===== src/verilog/cpu_regs_pkg.sv =====
// constants and types shared by the register and stacking unit
package cpu_regs_pkg;

	// ****************************************************************
	// clock and cycle-clock timing
	// ****************************************************************
	localparam int CLK_HZ = 10_000_000;
	localparam int E_HZ = 100_000;
	localparam int E_HALF_CYC = CLK_HZ / (2 * E_HZ);

	// ****************************************************************
	// stack pointer layout
	// ****************************************************************
	localparam logic [6:0] SP_FIXED_HI = 7'h03;
	localparam logic [11:0] SP_RESET = 12'h07f;
	localparam logic [11:0] SP_FLOOR = 12'h061;
	localparam int NEST_LEVELS = 15;

	// ****************************************************************
	// condition flags and reset values
	// ****************************************************************
	localparam int CC_H = 4;
	localparam int CC_I = 3;
	localparam int CC_N = 2;
	localparam int CC_Z = 1;
	localparam int CC_C = 0;
	localparam logic [4:0] CC_RESET = 5'h08;
	localparam logic [2:0] CC_PAD = 3'h7;
	localparam logic [7:0] ACC_RESET = 8'h00;
	localparam logic [7:0] IDX_RESET = 8'h00;
	localparam logic [11:0] PC_RESET = 12'h000;

	typedef enum logic [3:0] {
		ALU_ADD = 4'h0,
		ALU_ADC = 4'h1,
		ALU_SUB = 4'h2,
		ALU_SBC = 4'h3,
		ALU_AND = 4'h4,
		ALU_ORA = 4'h5,
		ALU_EOR = 4'h6,
		ALU_LSL = 4'h7,
		ALU_LSR = 4'h8,
		ALU_ROL = 4'h9,
		ALU_ROR = 4'ha,
		ALU_INC = 4'hb,
		ALU_DEC = 4'hc,
		ALU_COM = 4'hd,
		ALU_NEG = 4'he,
		ALU_TST = 4'hf
	} alu_op_t;

	typedef enum logic [3:0] {
		S_IDLE = 4'h0,
		S_PUSH_PCL = 4'h1,
		S_PUSH_PCH = 4'h2,
		S_PUSH_X = 4'h3,
		S_PUSH_A = 4'h4,
		S_PUSH_CC = 4'h5,
		S_PULL_CC = 4'h6,
		S_PULL_A = 4'h7,
		S_PULL_X = 4'h8,
		S_PULL_PCH = 4'h9,
		S_PULL_PCL = 4'ha
	} seq_t;

	typedef enum logic [2:0] {
		CAP_CC = 3'h0,
		CAP_A = 3'h1,
		CAP_X = 3'h2,
		CAP_PCH = 3'h3,
		CAP_PCL = 3'h4
	} cap_t;

endpackage


===== src/verilog/pin_sync.sv =====
// two-flop synchroniser with falling-edge detect for active-low pins
`timescale 1ns/1ps
module pin_sync #(
	parameter int WIDTH = 2
) (
	input wire logic clk,
	input wire logic rst,
	input wire logic [WIDTH-1:0] pin,
	output logic [WIDTH-1:0] level,
	output logic [WIDTH-1:0] fell
);

	typedef struct packed {
		logic [WIDTH-1:0] s1;
		logic [WIDTH-1:0] s2;
		logic [WIDTH-1:0] s3;
	} sync_t;

	sync_t q;
	sync_t d;

	// s1 feeds s2 only; the edge compare uses s2 and s3
	always_comb begin
		d = q;
		d.s1 = pin;
		d.s2 = q.s1;
		d.s3 = q.s2;
	end

	// pins idle high, so reset to high avoids a false edge
	always_ff @(posedge clk) begin
		if (rst) begin
			q <= '1;
		end else begin
			q <= d;
		end
	end

	assign level = q.s2;
	assign fell = q.s3 & ~q.s2;

endmodule // pin_sync


===== src/verilog/alu_flags.sv =====
// arithmetic and logic unit with flag results
`timescale 1ns/1ps
module alu_flags
	import cpu_regs_pkg::*;
(
	input wire alu_op_t op,
	input wire logic [7:0] a,
	input wire logic [7:0] b,
	input wire logic c_in,
	output logic [7:0] res,
	output logic h_out,
	output logic c_out,
	output logic upd_h,
	output logic upd_c
);

	logic [8:0] wide;
	logic [4:0] nib;
	logic cy;

	// separate add and subtract paths; subtract forms give borrow as carry out
	always_comb begin
		wide = 9'h000;
		nib = 5'h00;
		cy = (op == ALU_ADC || op == ALU_SBC) ? c_in : 1'h0;
		res = 8'h00;
		c_out = 1'h0;
		h_out = 1'h0;
		upd_h = 1'h0;
		upd_c = 1'h0;
		case (op)
			ALU_ADD, ALU_ADC: begin
				wide = {1'h0, a} + {1'h0, b} + {8'h00, cy};
				nib = {1'h0, a[3:0]} + {1'h0, b[3:0]} + {4'h0, cy};
				res = wide[7:0];
				c_out = wide[8];
				h_out = nib[4];
				upd_h = 1'h1;
				upd_c = 1'h1;
			end
			ALU_SUB, ALU_SBC: begin
				wide = {1'h0, a} - {1'h0, b} - {8'h00, cy};
				res = wide[7:0];
				c_out = wide[8];
				upd_c = 1'h1;
			end
			ALU_AND: res = a & b;
			ALU_ORA: res = a | b;
			ALU_EOR: res = a ^ b;
			ALU_LSL: begin
				res = {a[6:0], 1'h0};
				c_out = a[7];
				upd_c = 1'h1;
			end
			ALU_LSR: begin
				res = {1'h0, a[7:1]};
				c_out = a[0];
				upd_c = 1'h1;
			end
			ALU_ROL: begin
				res = {a[6:0], c_in};
				c_out = a[7];
				upd_c = 1'h1;
			end
			ALU_ROR: begin
				res = {c_in, a[7:1]};
				c_out = a[0];
				upd_c = 1'h1;
			end
			ALU_INC: res = a + 8'h01;
			ALU_DEC: res = a - 8'h01;
			ALU_COM: begin
				res = ~a;
				c_out = 1'h1;
				upd_c = 1'h1;
			end
			ALU_NEG: begin
				res = 8'h00 - a;
				c_out = (a != 8'h00);
				upd_c = 1'h1;
			end
			ALU_TST: res = a;
			default: res = a;
		endcase
	end

endmodule // alu_flags


===== src/verilog/cpu_reg_stack.sv =====
// programmer-visible registers, stacking sequencer and cycle clock
//
// What this block does
// - interrupt stacks pc low byte, then high bits
// - subroutine call stacks only the two pc parts
// - stack pointer: next free, post-decrement, pre-increment
// - stack pointer twelve bits, top seven fixed
// - reset and reload instruction set pointer to 07F
// - stack reaches down to 061, fifteen levels
// - program counter is twelve bit next address
// - accumulator is eight bit operand and result
// - indexed address is index plus offset
// - four condition flags (H, N, Z, C) reflect last result; I is the mask
// - add operations set half carry from bit three
// - masked requests stay pending until unmasked
// - unmask delays one instruction; mask acts immediately
// - negative flag copies result bit seven
// - zero flag set on all-zero result
// - carry from alu, bit tests, shifts, rotates
// - falling edge on interrupt pin requests interrupt
// - cycle clock toggles on e_oe_n_q (e_out_q tied low), low in halt, standby, reset
// - bit ops on write-only targets change nothing
`timescale 1ns/1ps
module cpu_reg_stack
	import cpu_regs_pkg::*;
#(
	parameter int E_HALF = E_HALF_CYC
) (
	input wire logic clk,
	input wire logic rst,
	input wire logic int_n,
	input wire logic standby_n,
	input wire logic int_req,
	input wire logic halted,
	input wire logic instr_done,
	input wire logic pc_inc,
	input wire logic pc_load,
	input wire logic [11:0] pc_load_val,
	input wire logic acc_load,
	input wire logic idx_load,
	input wire logic [7:0] load_val,
	input wire logic alu_go,
	input wire alu_op_t alu_op,
	input wire logic alu_to_idx,
	input wire logic [7:0] alu_b,
	input wire logic bit_test_go,
	input wire logic bit_test_val,
	input wire logic reload_stack_instr,
	input wire logic mask_irq_instr,
	input wire logic unmask_irq_instr,
	input wire logic call_go,
	input wire logic [11:0] call_target,
	input wire logic ret_go,
	input wire logic rti_go,
	input wire logic bit_op_go,
	input wire logic bit_op_set,
	input wire logic [2:0] bit_op_bit,
	input wire logic [11:0] bit_op_addr,
	input wire logic [7:0] bit_op_data,
	input wire logic bit_op_wo,
	input wire logic ea_go,
	input wire logic [11:0] ea_offset,
	input wire logic [7:0] mem_rdata,
	output logic [7:0] acc_q,
	output logic [7:0] idx_q,
	output logic [11:0] pc_q,
	output logic [11:0] sp_q,
	output logic [4:0] cc_q,
	output logic [11:0] ea_q,
	output logic [11:0] mem_addr_q,
	output logic [7:0] mem_wdata_q,
	output logic mem_we_q,
	output logic mem_re_q,
	output logic busy_q,
	output logic irq_taken_q,
	output logic irq_pending_q,
	output logic stack_ovf_q,
	output logic e_out_q,
	output logic e_oe_n_q
);

	initial begin
		if (E_HALF < 1 || E_HALF > 255) $error("E_HALF must be 1..255");
		if ((int'(SP_RESET) - int'(SP_FLOOR) + 1) / 2 != NEST_LEVELS)
			$error("stack depth does not match nesting levels");
	end

	// ****************************************************************
	// state
	// ****************************************************************
	typedef struct packed {
		logic [7:0] acc;
		logic [7:0] idx;
		logic [11:0] pc;
		logic [4:0] sp_low;
		logic [4:0] cc;
		seq_t seq;
		cap_t cap;
		logic is_irq;
		logic [11:0] tgt;
		logic irq_pend;
		logic [11:0] ea;
		logic [11:0] mem_addr;
		logic [7:0] mem_wdata;
		logic mem_we;
		logic mem_re;
		logic busy;
		logic irq_taken;
		logic ovf;
		logic [7:0] ediv;
		logic e_lvl;
	} state_t;

	localparam state_t STATE_RESET = '{
		acc: ACC_RESET, idx: IDX_RESET, pc: PC_RESET,
		sp_low: SP_RESET[4:0], cc: CC_RESET,
		seq: S_IDLE, cap: CAP_CC, is_irq: 1'h0, tgt: 12'h000,
		irq_pend: 1'h0, ea: 12'h000, mem_addr: 12'h000,
		mem_wdata: 8'h00, mem_we: 1'h0, mem_re: 1'h0, busy: 1'h0,
		irq_taken: 1'h0, ovf: 1'h0, ediv: 8'h00, e_lvl: 1'h0
	};
	localparam logic [7:0] E_LAST = 8'(E_HALF - 1);

	state_t q;
	state_t d;

	logic [1:0] pin_lvl;
	logic [1:0] pin_fell;
	logic [7:0] alu_a;
	logic [7:0] alu_res;
	logic alu_h;
	logic alu_c;
	logic alu_uh;
	logic alu_uc;
	logic idle;
	logic grant;
	logic [11:0] sp_full;
	logic [7:0] bit_mask;

	// ****************************************************************
	// pin synchroniser and alu
	// ****************************************************************
	pin_sync #(.WIDTH(2)) u_sync (
		.clk(clk),
		.rst(rst),
		.pin({standby_n, int_n}),
		.level(pin_lvl),
		.fell(pin_fell)
	);

	assign alu_a = alu_to_idx ? q.idx : q.acc;

	alu_flags u_alu (
		.op(alu_op),
		.a(alu_a),
		.b(alu_b),
		.c_in(q.cc[CC_C]),
		.res(alu_res),
		.h_out(alu_h),
		.c_out(alu_c),
		.upd_h(alu_uh),
		.upd_c(alu_uc)
	);

	// helpers: full pointer, bit mask, interrupt grant at boundaries
	assign idle = (q.seq == S_IDLE);
	assign sp_full = {SP_FIXED_HI, q.sp_low};
	assign bit_mask = 8'h01 << bit_op_bit;
	// unmask this boundary still blocks; mask blocks at once
	assign grant = idle && instr_done && q.irq_pend && !q.cc[CC_I]
		&& !unmask_irq_instr && !mask_irq_instr;

	// ****************************************************************
	// next-state logic
	// ****************************************************************
	always_comb begin
		d = q;
		d.mem_we = 1'h0;
		d.mem_re = 1'h0;
		d.irq_taken = 1'h0;
		// pulled byte is valid in the cycle its read strobe stands
		if (q.mem_re) begin
			case (q.cap)
				CAP_CC: d.cc = mem_rdata[4:0];
				CAP_A: d.acc = mem_rdata;
				CAP_X: d.idx = mem_rdata;
				CAP_PCH: d.pc[11:8] = mem_rdata[3:0];
				CAP_PCL: d.pc[7:0] = mem_rdata;
				default: d.pc = q.pc;
			endcase
		end
		case (q.seq)
			S_IDLE: begin
				if (grant) begin
					d.irq_pend = 1'h0;
					d.is_irq = 1'h1;
					d.seq = S_PUSH_PCL;
				end else if (call_go) begin
					d.is_irq = 1'h0;
					d.tgt = call_target;
					d.seq = S_PUSH_PCL;
				end else if (ret_go) begin
					d.seq = S_PULL_PCH;
				end else if (rti_go) begin
					d.seq = S_PULL_CC;
				end else begin
					if (pc_load) begin
						d.pc = pc_load_val;
					end else if (pc_inc) begin
						d.pc = q.pc + 12'h001;
					end
					if (acc_load) begin
						d.acc = load_val;
						d.cc[CC_N] = load_val[7];
						d.cc[CC_Z] = (load_val == 8'h00);
					end
					if (idx_load) begin
						d.idx = load_val;
						d.cc[CC_N] = load_val[7];
						d.cc[CC_Z] = (load_val == 8'h00);
					end
					if (alu_go) begin
						if (alu_to_idx) begin
							d.idx = alu_res;
						end else begin
							d.acc = alu_res;
						end
						d.cc[CC_N] = alu_res[7];
						d.cc[CC_Z] = (alu_res == 8'h00);
						if (alu_uh) d.cc[CC_H] = alu_h;
						if (alu_uc) d.cc[CC_C] = alu_c;
					end
					if (bit_test_go) d.cc[CC_C] = bit_test_val;
					if (reload_stack_instr) d.sp_low = SP_RESET[4:0];
					if (mask_irq_instr) d.cc[CC_I] = 1'h1;
					if (unmask_irq_instr) d.cc[CC_I] = 1'h0;
					// write-only targets get no write at all
					if (bit_op_go && !bit_op_wo) begin
						d.mem_addr = bit_op_addr;
						d.mem_wdata = bit_op_set ? (bit_op_data | bit_mask)
							: (bit_op_data & ~bit_mask);
						d.mem_we = 1'h1;
					end
					if (ea_go) d.ea = ea_offset + {4'h0, q.idx};
				end
			end
			S_PUSH_PCL, S_PUSH_PCH, S_PUSH_X, S_PUSH_A, S_PUSH_CC: begin
				// write at the free slot, then step down
				d.mem_addr = sp_full;
				d.mem_we = 1'h1;
				d.sp_low = q.sp_low - 5'h01;
				if (sp_full < SP_FLOOR) d.ovf = 1'h1;
				case (q.seq)
					S_PUSH_PCL: begin
						d.mem_wdata = q.pc[7:0];
						d.seq = S_PUSH_PCH;
					end
					S_PUSH_PCH: begin
						d.mem_wdata = {4'h0, q.pc[11:8]};
						d.seq = q.is_irq ? S_PUSH_X : S_IDLE;
						if (!q.is_irq) d.pc = q.tgt;
					end
					S_PUSH_X: begin
						d.mem_wdata = q.idx;
						d.seq = S_PUSH_A;
					end
					S_PUSH_A: begin
						d.mem_wdata = q.acc;
						d.seq = S_PUSH_CC;
					end
					default: begin
						d.mem_wdata = {CC_PAD, q.cc};
						d.cc[CC_I] = 1'h1;
						d.irq_taken = 1'h1;
						d.seq = S_IDLE;
					end
				endcase
			end
			S_PULL_CC, S_PULL_A, S_PULL_X, S_PULL_PCH, S_PULL_PCL: begin
				// step up first, then read the slot it lands on
				d.sp_low = q.sp_low + 5'h01;
				d.mem_addr = {SP_FIXED_HI, q.sp_low + 5'h01};
				d.mem_re = 1'h1;
				case (q.seq)
					S_PULL_CC: begin
						d.cap = CAP_CC;
						d.seq = S_PULL_A;
					end
					S_PULL_A: begin
						d.cap = CAP_A;
						d.seq = S_PULL_X;
					end
					S_PULL_X: begin
						d.cap = CAP_X;
						d.seq = S_PULL_PCH;
					end
					S_PULL_PCH: begin
						d.cap = CAP_PCH;
						d.seq = S_PULL_PCL;
					end
					default: begin
						d.cap = CAP_PCL;
						d.seq = S_IDLE;
					end
				endcase
			end
			default: d.seq = S_IDLE;
		endcase
		// a new request in the clearing cycle is kept
		if (pin_fell[0] || int_req) d.irq_pend = 1'h1;
		d.busy = (d.seq != S_IDLE) || d.mem_re;
		// cycle clock stops low so the pin idles driven low
		if (halted || !pin_lvl[1]) begin
			d.ediv = 8'h00;
			d.e_lvl = 1'h0;
		end else if (q.ediv == E_LAST) begin
			d.ediv = 8'h00;
			d.e_lvl = ~q.e_lvl;
		end else begin
			d.ediv = q.ediv + 8'h01;
		end
	end

	// ****************************************************************
	// registers
	// ****************************************************************
	always_ff @(posedge clk) begin
		if (rst) begin
			q <= STATE_RESET;
		end else begin
			q <= d;
		end
	end

	assign acc_q = q.acc;
	assign idx_q = q.idx;
	assign pc_q = q.pc;
	assign sp_q = sp_full;
	assign cc_q = q.cc;
	assign ea_q = q.ea;
	assign mem_addr_q = q.mem_addr;
	assign mem_wdata_q = q.mem_wdata;
	assign mem_we_q = q.mem_we;
	assign mem_re_q = q.mem_re;
	assign busy_q = q.busy;
	assign irq_taken_q = q.irq_taken;
	assign irq_pending_q = q.irq_pend;
	assign stack_ovf_q = q.ovf;
	assign e_out_q = 1'h0;
	assign e_oe_n_q = q.e_lvl;

	logic push_now;
	logic call_ok;
	assign push_now = (q.seq >= S_PUSH_PCL) && (q.seq <= S_PUSH_CC);
	assign call_ok = idle && !grant && call_go;
endmodule // cpu_reg_stack


===== config.mk =====
export PLATFORM = sky130hd
export DESIGN_NAME = cpu_reg_stack
export DESIGN_NICKNAME = d
export VERILOG_FILES = /design/src/verilog/cpu_regs_pkg.sv /design/src/verilog/pin_sync.sv /design/src/verilog/alu_flags.sv /design/src/verilog/cpu_reg_stack.sv
export SDC_FILE = /design/constraint.sdc
export NUM_CORES = 1
export LEC_CHECK = 0
export BUFFER_PORTS_ARGS = -buffer_cell sky130_fd_sc_hd__buf_2
export CAP_MARGIN = 5
export CORE_MARGIN = 4
export CORE_UTILIZATION = 50
export CTS_CLUSTER_DIAMETER = 80
export DETAILED_ROUTE_END_ITERATION = 6
export GPL_ROUTABILITY_DRIVEN = 0
export PLACE_DENSITY = 0.74
export SYNTH_ARGS = -nofsm -noshare
export SYNTH_HDL_FRONTEND = slang
export SYNTH_SLANG_ARGS = --single-unit
export TNS_END_PERCENT = 1

===== constraint.sdc =====
create_clock -name clk -period 7.7 [get_ports clk]
set_clock_uncertainty 0.1 [all_clocks]
set_input_delay 0.385 -clock clk [delete_from_list [all_inputs] [get_ports clk]]
set_output_delay 0.385 -clock clk [all_outputs]
set_load 0.01 [all_outputs]

Yosys cells after proc, flatten, opt, wreduce, memory -nomap -nowiden. Cells that the tools add are included. Widths: inputs -> output; s select.

Bits in registers: 110. Output and inout port bits: 85. Logic and storage cells: 205.

$add $sub $neg: 14. Magnitude comparators: 1. Eq/ne operators: 36. Shifts and indexed selects: 1. Multiplexer cells: 69. Bitwise operators: 15. Reductions and logical operators: 46.

Operator list (number): $mux 38 (4); $mux 33 (4); $pmux 8 s14 (1); $mux 8 (9); $mux 12 (5); $eq 4x4->1 const B (11); $pmux 12 s3 (1); $eq 4x3->1 const B (8); $mux 16 (2); $pmux 8 s4 (1); $mux 28 (1); $pmux 7 s4 (1); $mux 13 (2); $pmux 12 s2 (1); $reduce_and 6->1 (4); $mux 21 (1); $mux 4 (5); $pmux 9 s2 (1); $mux 1 (17); $add 8x1->8 const B (2); $and 8x8->8 (2); $eq 4x2->1 const B (4); $logic_not 8->1 (2); $not 8->8 (2); other kinds (49) (91).

Longest topological paths before layout. Gate-level depths: netlist of run 1.

Word-level depth: 13. Gate-level depth with buffers: 16.

Cells and area by module. From an unflattened synthesis of run 1, not the netlist that was laid out.

Cells, all modules: 1251. Area total of the unflattened synthesis: 9783.1 µm².

By module, submodules not included: cpu_reg_stack (times used 1, cells each 915, area each 7352.1 µm²); alu_flags (times used 1, cells each 320, area each 2245.9 µm²); pin_sync (times used 1, cells each 16, area each 185.2 µm²).

Least setup slack after synthesis of run 1. No wires, ideal clock.

Kind: input to register. Start: in alu_op[0]. End: reg q, in the netlist cc_q[0]. Setup time: 115 ps. Arrival: 2903 ps. Required time: 7485 ps. Slack: 4582 ps. Stages on the path: 15. Path through: clkbuf_1 buf_2 buf_2 nand3_1 inv_1 fa_1 inv_1 fa_1 o21ai_0 a211oi_1 a21o_1 a21oi_1 xnor2_1 o221ai_1 and3_1.

Word-level cells in the longest chain between the ends: 13. Elaborated cells on any way between the ends: 29.

RTL lines: start, declared (RTL line cpu_reg_stack.sv:43) `input wire alu_op_t alu_op,`; $eq 4x1->1 or $eq 4x2->1 (tied branches) (RTL line alu_flags.sv:25, alu_flags.sv:31); $logic_or 1x1->1 (RTL line alu_flags.sv:25) `cy = (op == ALU_ADC || op == ALU_SBC) ? c_in : 1'h0;`; $mux 1 (RTL line alu_flags.sv:25); $sub 9x1->9 or $add 9x1->9 (tied branches) (RTL line alu_flags.sv:42, alu_flags.sv:33); $pmux 1 s6 (RTL line alu_flags.sv:31) `case (op)`; $mux 1 * (RTL line cpu_reg_stack.sv:231) `if (alu_uc) d.cc[CC_C] = alu_c;`; $mux 3 * (RTL line cpu_reg_stack.sv:222) `if (alu_go) begin`; $mux 1 * (RTL line cpu_reg_stack.sv:233) `if (bit_test_go) d.cc[CC_C] = bit_test_val;`; $mux 38 * (RTL line cpu_reg_stack.sv:204) `end else if (rti_go) begin`; $mux 38 * (RTL line cpu_reg_stack.sv:202) `end else if (ret_go) begin`; $mux 38 * (RTL line cpu_reg_stack.sv:198) `end else if (call_go) begin`; $mux 38 * (RTL line cpu_reg_stack.sv:194) `if (grant) begin`; $mux 3 * (RTL line cpu_reg_stack.sv:192) `case (q.seq)`; end signal, assigned (RTL line cpu_reg_stack.sv:329) `q <= STATE_RESET;`; end signal, assigned (RTL line cpu_reg_stack.sv:331) `q <= d;`; end, declared (RTL line cpu_reg_stack.sv:124) `state_t q;`.

Mark *: on every way between the ends. The rest lies on a longest branch, timed or not. The select of a mux whose other input is x is not followed. A chain may end at the register's enable or synchronous reset.

Worst setup path in the final report of run 1.
Start: reg q[63] in the netlist's numbering. End: reg q, in the netlist mem_addr_q[0].

Word-level cells in the longest chain between the ends: 8. Elaborated cells on any way between the ends: 26.

RTL lines: $logic_not 4->1 (RTL line cpu_reg_stack.sv:166, cpu_reg_stack.sv:192); $logic_and 1x1->1 (3 in a row) (RTL line cpu_reg_stack.sv:170) `assign grant = idle && instr_done && q.irq_pend && !q.cc[CC_I]`; $logic_and 1x1->1 (2 in a row) (RTL line cpu_reg_stack.sv:171) `&& !unmask_irq_instr && !mask_irq_instr;`; $ne 2x2->1 (no source line); $reduce_and 6->1 (no source line).

Several ways; a longest one is shown, not always the timed one.

==> reports/summary.md, run 1 <==
The number of cell rows was 49; the die span in x was 144.6 µm. The synthesized design devotes to its leading area cell type 23.61% of total area. The worst pin sits at a relative slew slack of 28.38%.

The floorplan step defined a die boundary enclosing 20900 µm². Measured along the y axis, the die boundary spans 144.6 µm. The tools report the first-pass iteration count of the detailed router as 6. In this run, the number of DRC markers left after iteration 0 of detailed routing was 1105. In this run the deepest clock path goes through 2 buffers.

Setup total negative slack on the finished layout was measured at 0 ns. After synthesis, the cell types taking the most area are sky130_fd_sc_hd__dfxtp_1 (24%), sky130_fd_sc_hd__buf_4 (6.4%), sky130_fd_sc_hd__ha_1 (6.4%). Entering global routing, the biggest net connects 100 pins. The via count of the first global-routing pass was 8507; the TritonCTS buffer count was 9.

The remaining number of nets flagged by the antenna check after routing is 0, and the number of flops mapped to enable cells by yosys is 0. The mean cell area of the mapped netlist was 7.747 µm²; the final clock period utilization by the worst path was 51.19%. The number of storage elements in the synthesis netlist came out at 110. The global-route wire length before repair came out at 45.24 mm. The worst setup path is of the reg -> reg kind. For this run, design rule violations remaining after detail routing come to 0. The tools report the final count of negative-setup-slack endpoints as 0. The number of antenna violations at the first check in global routing came out at 0.

Clock tree synthesis selected as its root buffer the cell sky130_fd_sc_hd__clkbuf_16. The largest stage delay on the critical path was 1.00 ns. The clock transition time at the flip-flop clock pins of the worst setup and hold paths is 0.09 ns. Initial standard-cell utilization of the core: 51.40%. TritonCTS built the clock tree. 197 I/O pins were placed. Buffers added to address setup during post-CTS repair amount to 0.

The final period demand of the worst path works out to 3.942 ns. The tool flagged a number of max-cap violations equal to 0. The run finished with clean final reports. The tools report the clock sink count as 110.

The power density over cell area was 177.3 nW/µm². The routed layout has 9322 vias. After the last flow step, the layout net total stands at 1436.

STA classifies the critical path startpoint as a flop. Summing all placed instances gives a cell area of 9752 µm². The endpoint class of the critical path was a flop.

The worst hold path class was in -> reg. The detailed-route vias per instance was 6.198; the total non-filler cell area in the finished layout was 10050 µm². The logs give 0 for the count of final max-slew check failures and 253.7 MHz for the peak clock frequency supported by timing. Of the cells placed in the final design, the portion with a size suffix greater than 1 is 20.31%.

For this run, the total global-route usage over all layers was measured as 26.95%. Setup repair after global routing left no endpoint under its margin. The worst-skew pair later-pin latency was 0.36 ns; the top fanout value on the critical path was 26. At the worst endpoint, the required time is 7.87 ns. The synthesized netlist occupies a cell area of 9328 µm².

Wires add up to 29.07 mm. The final count of hold timing violations is 0, and the maximum resistive drop on vdd is 131.2 µV. The finished layout holds 1504 standard cells, fillers aside. The share of the yosys chip area belonging to registers came out at 23.61%. The number of standard cells after synthesis is 1204.

The most used flip-flop cell after synthesis is sky130_fd_sc_hd__dfxtp_1. Relative to the synthesized area, the layout overhead comes to 7.793%. The placed cell count came out at 1488. The standby leakage power was 4.339 nW. Walking the worst path, the cells encountered are nor4_4, a31oi_2, nand2_1, or2_1, nand2_2, nor2_1, a211oi_1. The measured slew at the worst slew-check pin is 1.074 ns, and the quantity of I/O buffers inserted on ports is 188.

The run gives 0 as the yosys synthesis warning count. The tools report the HPWL after detailed placement as 21.84 mm. Synthesis instantiated 90 different standard cells from the library. Master of the slowest instance on the critical path: sky130_fd_sc_hd__dfxtp_1.

The end-of-flow core utilization is 55.41%, and the data arrival time of the worst path is 4.11 ns. After synthesis, the share of flip-flops with an asynchronous set or reset is 0%. In the final routed layout, each cell accounts on average for 19.33 µm.

In this run the number of H-tree levels came out at 3. The number of antenna cells inserted was 0; the remaining global-route overflow was 0. The largest area contributor in the synthesized netlist is sky130_fd_sc_hd__dfxtp_1.

Hold repair after CTS inserted 0 buffers. The number of filler instances in the final layout was 1755; the area of the placeable core was 18150 µm². The quantity of gates resized following cts came out at 0.
-- cells in the final DEF, fill, tap and decap left out, types with 6 or more instances in the layout --
master	instances
sky130_fd_sc_hd__buf_2	187
sky130_fd_sc_hd__nor2_1	144
sky130_fd_sc_hd__dfxtp_1	110
sky130_fd_sc_hd__nand2_1	89
sky130_fd_sc_hd__a21oi_1	75
sky130_fd_sc_hd__o21ai_0	66
sky130_fd_sc_hd__mux2i_1	56
sky130_fd_sc_hd__inv_1	48
sky130_fd_sc_hd__ha_1	48
sky130_fd_sc_hd__nor3_1	34
sky130_fd_sc_hd__xnor2_1	29
sky130_fd_sc_hd__o22ai_1	26
sky130_fd_sc_hd__a221oi_1	26
sky130_fd_sc_hd__nand3_1	23
sky130_fd_sc_hd__xor2_1	18
sky130_fd_sc_hd__a211oi_1	17
sky130_fd_sc_hd__a22oi_1	17
sky130_fd_sc_hd__a31oi_1	15
sky130_fd_sc_hd__nand2b_1	14
sky130_fd_sc_hd__nor2b_1	14
sky130_fd_sc_hd__nand3b_1	12
sky130_fd_sc_hd__mux2_2	12
sky130_fd_sc_hd__and3_1	10
sky130_fd_sc_hd__or2_2	9
sky130_fd_sc_hd__a21o_1	9
sky130_fd_sc_hd__clkbuf_16	9
sky130_fd_sc_hd__conb_1	8
sky130_fd_sc_hd__a222oi_1	7
sky130_fd_sc_hd__a221o_1	7
sky130_fd_sc_hd__or3_1	6
sky130_fd_sc_hd__nand4_1	6
sky130_fd_sc_hd__nor4_1	6
sky130_fd_sc_hd__o221ai_1	6
sky130_fd_sc_hd__o211ai_1	6
sky130_fd_sc_hd__fa_1	6
-- worst paths after layout --
check / startpoint / to / cells past startpoint / slack (ns)
worst min register to register: u_sync.d[2] / u_sync.level[0] / 1 / 0.31
worst min-delay path: standby_n / u_sync.d[3] / 2 / 0.10
worst max-delay path: q[63] / mem_addr_q[0] / 7 / 3.76
worst max register to register: q[63] / mem_addr_q[0] / 7 / 3.76
-- cell usage after synthesis (4+ instances only) --
| cell | count |
|---|---|
| sky130_fd_sc_hd__a221oi_1 | 26 |
| sky130_fd_sc_hd__nor4_1 | 6 |
| sky130_fd_sc_hd__inv_1 | 48 |
| sky130_fd_sc_hd__nand3_1 | 23 |
| sky130_fd_sc_hd__ha_1 | 48 |
| sky130_fd_sc_hd__mux2i_1 | 56 |
| sky130_fd_sc_hd__nor3b_1 | 5 |
| sky130_fd_sc_hd__o21bai_1 | 4 |
| sky130_fd_sc_hd__nand2b_1 | 14 |
| sky130_fd_sc_hd__nor2b_1 | 14 |
| sky130_fd_sc_hd__a211oi_1 | 17 |
| sky130_fd_sc_hd__o21ai_0 | 66 |
| sky130_fd_sc_hd__a22oi_1 | 17 |
| sky130_fd_sc_hd__or3_1 | 6 |
| sky130_fd_sc_hd__a221o_1 | 7 |
| sky130_fd_sc_hd__o21a_1 | 5 |
| sky130_fd_sc_hd__buf_1 | 5 |
| sky130_fd_sc_hd__dfxtp_1 | 110 |
| sky130_fd_sc_hd__o221ai_1 | 6 |
| sky130_fd_sc_hd__xor2_1 | 18 |
| sky130_fd_sc_hd__a21oi_1 | 75 |
| sky130_fd_sc_hd__buf_2 | 15 |
| sky130_fd_sc_hd__or2_2 | 9 |
| sky130_fd_sc_hd__buf_4 | 80 |
| sky130_fd_sc_hd__nand3b_1 | 12 |
| sky130_fd_sc_hd__and2_1 | 4 |
| sky130_fd_sc_hd__a21o_1 | 9 |
| sky130_fd_sc_hd__a31oi_1 | 15 |
| sky130_fd_sc_hd__nor3_1 | 34 |
| sky130_fd_sc_hd__xnor2_1 | 29 |
| sky130_fd_sc_hd__o32ai_1 | 5 |
| sky130_fd_sc_hd__nand2_1 | 89 |
| sky130_fd_sc_hd__fa_1 | 6 |
| sky130_fd_sc_hd__mux2_2 | 12 |
| sky130_fd_sc_hd__clkbuf_1 | 41 |
| sky130_fd_sc_hd__nor2_1 | 144 |
| sky130_fd_sc_hd__a222oi_1 | 7 |
| sky130_fd_sc_hd__o211ai_1 | 6 |
| sky130_fd_sc_hd__and3_1 | 10 |
| sky130_fd_sc_hd__o22ai_1 | 26 |
| sky130_fd_sc_hd__nand4_1 | 6 |
-- final cells by class --
cell class	count	area, µm²	share of cell area [%]
Multi-Input combinational cell	905	6090	60.57
Sequential cell	110	2202	21.90
Timing Repair Buffer	192	973.4	9.681
Tap cell	229	286.5	2.850
Clock buffer	9	225.2	2.240
Inverter	52	200.2	1.991
Clock inverter	7	77.57	0.7715
-- routing by layer --
| metal | routed length [µm] | global-route usage, % |
|---|---|---|
| met1 | 12320 | 37.57 |
| met2 | 12560 | 40.58 |
| met3 | 3050 | 5.622 |
| met4 | 1142 | 11.00 |
| met5 | 0 | 0 |
-- cell families (layout without fill, tap and decap cells) --
logic type               after synthesis  after routing  share of synthesized area, %
AO/OA/AOI/OAI                        325            325                         23.31
XOR/XNOR                              48             48                         4.588
AND/OR/NAND/NOR                      398            398                         20.95
flip-flops                           110            110                         23.61
adder cells (fa/ha/maj)               54             54                         7.726
multiplexers                          72             72                         8.249
other                                  2              8                       0.08051
buffers and inverters                195            260                         11.48
-- worst max-delay path, delay by kind of cell, from the launching register on --
kind,cells,cell delay (ns)
flops,1,1.00
compound gates,2,1.01
simple gates,5,1.71
-- flip-flops by register name, summed over array words and instances, names as in the netlist, 2 cells and up --
name          count
acc_q             8
cc_q              5
ea_q             12
idx_q             8
mem_addr_q       12
mem_wdata_q       8
pc_q             12
q                28
sp_q              5
u_sync.d          2
u_sync.level      2
-- report_power, final --
part           switching (mW)  total (mW)  leakage [nW]  internal [mW]
combinational           0.361       0.608          3.29          0.247
clock                   0.243       0.473         0.149          0.231
sequential             0.0828       0.701         0.896          0.618
-- through the flow --
stage                     hold WS (ns)  total power, mW  setup WS [ns]
after floorplan                 0.2895            1.160          4.582
after global placement          0.2987            1.299          3.890
after detailed placement        0.3022            1.307          3.802
after CTS                      0.09007            1.777          3.865
after global routing           0.09871            1.884          3.390
final                           0.1006            1.782          3.758
Power figures use the tool's default switching activity.
==> inputs of run 2 (changes only) <==
- clock period: 7.7 -> 3.7 ns (I/O delays scaled with it)
==> run 2 against run 1 <==
  * Clock power rose by 110%
  * Total power rose by 110%
  * Hold slack got worse by 0.090 ns
  * Utilization rose by 2.4 points
  * Critical path depth rose by 4
  * Register-to-register slack got worse by 3.2 ns
  * Setup slack got worse by 3.3 ns
  * Wire length rose by 5.2%
  * Flip-flop and latch count did not move
  * Non-clock buffer count rose by 53
  * Combinational power rose by 120%
  * Cell count rose by 3.5%
  * Critical path type is now in -> reg
  * Largest power group unchanged
==> reports/summary.md, run 2 (synthesized netlist as in run 1, its figures left out) <==
Entering global routing, the biggest net connects 70 pins. In this run the power density over the cells is 359.9 nW/µm². In the final layout, the multi-input gates occupy 6090 µm².

The tools report the via count of the routed design as 9756. At the worst endpoint, the required time is 3.79 ns. The worst-case IR drop observed on VDD is 262.1 µV. In the routed design, unresolved DRC markers number 0. Before antenna repair, the detailed router went through 5 iterations. The most numerous cell on the critical path is sky130_fd_sc_hd__ha_1. The clock sink count came out at 110. The run gives 1 as the number of antenna violations at the first check in global routing. In this run the power spent charging and discharging nets is 1.402 mW. For this run, the post-layout net count is 1489. The register with the most flip-flops in the layout has 28 of them. The total global routing track utilization is 28.52%, and the initial standard-cell utilization of the core is 51.40%. The synthesis-to-layout area growth is 12.47%, and the remaining number of nets flagged by the antenna check after routing is 0.

In this design, the stage delay of the slowest critical-path cell is 0.46 ns. Ranked by flip-flop count, first place goes to q. In this run, flip-flops and latches consume 37.8% of the power. The worst hold path class was in -> reg.

The vertical die dimension works out to 144.6 µm. The library cell used most frequently in the layout, excluding fill and tap cells, is sky130_fd_sc_hd__buf_2. The TritonCTS buffer count is 9, and the worst-skew pair later-pin latency is 0.36 ns. The run gives 0 as the count of final max-slew check failures. The layout has 1677 filler cells.

For the pin with the worst max-slew slack, the measured transition is 0.8616 ns. The filler-free cell count of the finished design was 1556. The tools report the buffer type at the clock tree root as sky130_fd_sc_hd__clkbuf_16. The library cells used most frequently in the layout, excluding fill and tap cells, are sky130_fd_sc_hd__buf_2 (187), sky130_fd_sc_hd__nor2_1 (144), sky130_fd_sc_hd__dfxtp_1 (110). After detailed routing, the number of vias per cell comes to 6.270. Post-CTS timing repair inserted 0 buffers for setup. TritonCTS built the clock tree. The average wire per standard cell is 19.66 µm, and the top fanout value on the critical path is 18. Setup violations remaining at the end of the flow were counted as 0.

Number of antenna cells inserted: 0. The worst setup path is launched from an input port. For the final count of hold timing violations, the log shows 0. For the number of max-capacitance violations reported, the log shows 0. Combinational logic is responsible for 36.0% of the overall power.

Walking the worst path, the cells encountered are buf_2, mux2i_1, ha_1, ha_1, o21ai_0, a211oi_1, xnor2_1, o22ai_1, o31ai_1, a21o_1, a221oi_1. The HPWL after detailed placement is 23.13 mm. The run finished with clean final reports. The post-route netlist has 22.00% of its cells at a drive strength greater than 1. Setup repair after global routing left no endpoint under its margin. Number of cell rows: 49. The region available for standard cell placement spans 18150 µm². The clock network burns 26.2% of the power.

The run gives 0.52 ns as the register-to-register setup slack. For this run, the top clock speed supported by timing is 311.9 MHz. Final clock period utilization by the worst path: 86.66%. In the final timing run, aggregate negative setup slack is 0 ns. Measured along the x axis, the die boundary spans 144.6 µm. The final period demand of the worst path was 3.207 ns. In this run the static leakage power is 4.589 nW. 197 I/O pins were placed. The run gives 2.374 mW as the cell-internal power. For the starting DRC count in detailed routing, the log shows 1017. The quantity of gates resized following cts was 0; the global-route wire length before repair was 47.40 mm. The die covers 20900 µm². Headroom to the max-slew limit came out at 42.25%. Quantity of I/O buffers inserted on ports: 188. Counting tap cells, the placed design contains a total of 1522 instances.

The tools report the buffer depth of the longest clock path as 2. The via count of the first global-routing pass is 8877. The slowest stage of the critical path belongs to the cell sky130_fd_sc_hd__mux2i_1. The clock transition time at the flip-flop clock pins of the worst setup and hold paths was 0.08 ns; the wire length after detailed routing was 30.60 mm. The kind of critical path was in -> reg.

The worst setup path is captured at a flop. The H-tree was split into 3 levels. For the data arrival time of the worst path, the log shows 3.29 ns. The register area was 2202 µm²; the share of total power consumed by net switching was 37.13%. After global routing the overflow that remains totals 0.
==> run 2: layout make-up <==
cell class / instances / area share [%]
Sequential cell: 110 / 20.99
Tap cell: 229 / 2.731
Multi-Input combinational cell: 905 / 58.04
Inverter: 52 / 1.908
Clock inverter: 6 / 0.6559
Timing Repair Buffer: 245 / 13.52
Clock buffer: 9 / 2.147
==> run 2: routing by layer <==
metal	share of wire (%)	global-route usage (%)
met3	12	6.746
met2	44	44.28
met5	0.039	0
met1	41	38.34
met4	4.3	11.19
==> run 2: what timing repair did <==
item,CTS,global route
endpoints found under the setup margin,0,0
endpoints found under the hold margin,19,0
hold buffers,19,0
==> run 2: critical path: cells and delay by family <==
| family | cells | cell delay, ns |
|---|---|---|
| AOI/OAI and AO/OA | 6 | 1.26 |
| adders and majority gates | 2 | 0.76 |
| muxes | 1 | 0.46 |
| buffers and inverters | 1 | 0.43 |
| xor gates and xnor gates | 1 | 0.17 |
==> run 2: metrics by stage <==
step / hold slack (ns) / util, % / cell area (µm²) / total power [mW] / setup WS [ns]
3_5_place_dp: 0.2715 / 55.14 / 10010 / 2.760 / 0.2051
5_1_grt: 0.01537 / 57.81 / 10490 / 3.984 / 0.2932
6_report: 0.01032 / 57.81 / 10490 / 3.775 / 0.4934
2_1_floorplan: 0.1888 / - / 9350 / 2.415 / 0.7819
3_3_place_gp: 0.2725 / 55.14 / 10010 / 2.741 / 0.3232
4_1_cts: 0.008021 / 57.81 / 10490 / 3.763 / 0.5489
==> run 2: power groups by stage <==
stage	Clock [mW]	Combinational (mW)	Sequential, mW
final	0.989	1.36	1.43
after CTS	1.01	1.33	1.42
after detailed placement	0	1.31	1.45
after global placement	0	1.29	1.45
after floorplan	0	1.03	1.38
after global routing	1.06	1.49	1.44
==> run 2: path summary, 6_finish.rpt <==
path,from,endpoint,depth (start not counted)
worst max-delay path,alu_to_idx,acc_q[6],11
worst max register to register,idx_q[3],acc_q[6],10
worst min-delay path,bit_op_addr[5],mem_addr_q[5],3
worst min register to register,u_sync.d[3],u_sync.level[1],1
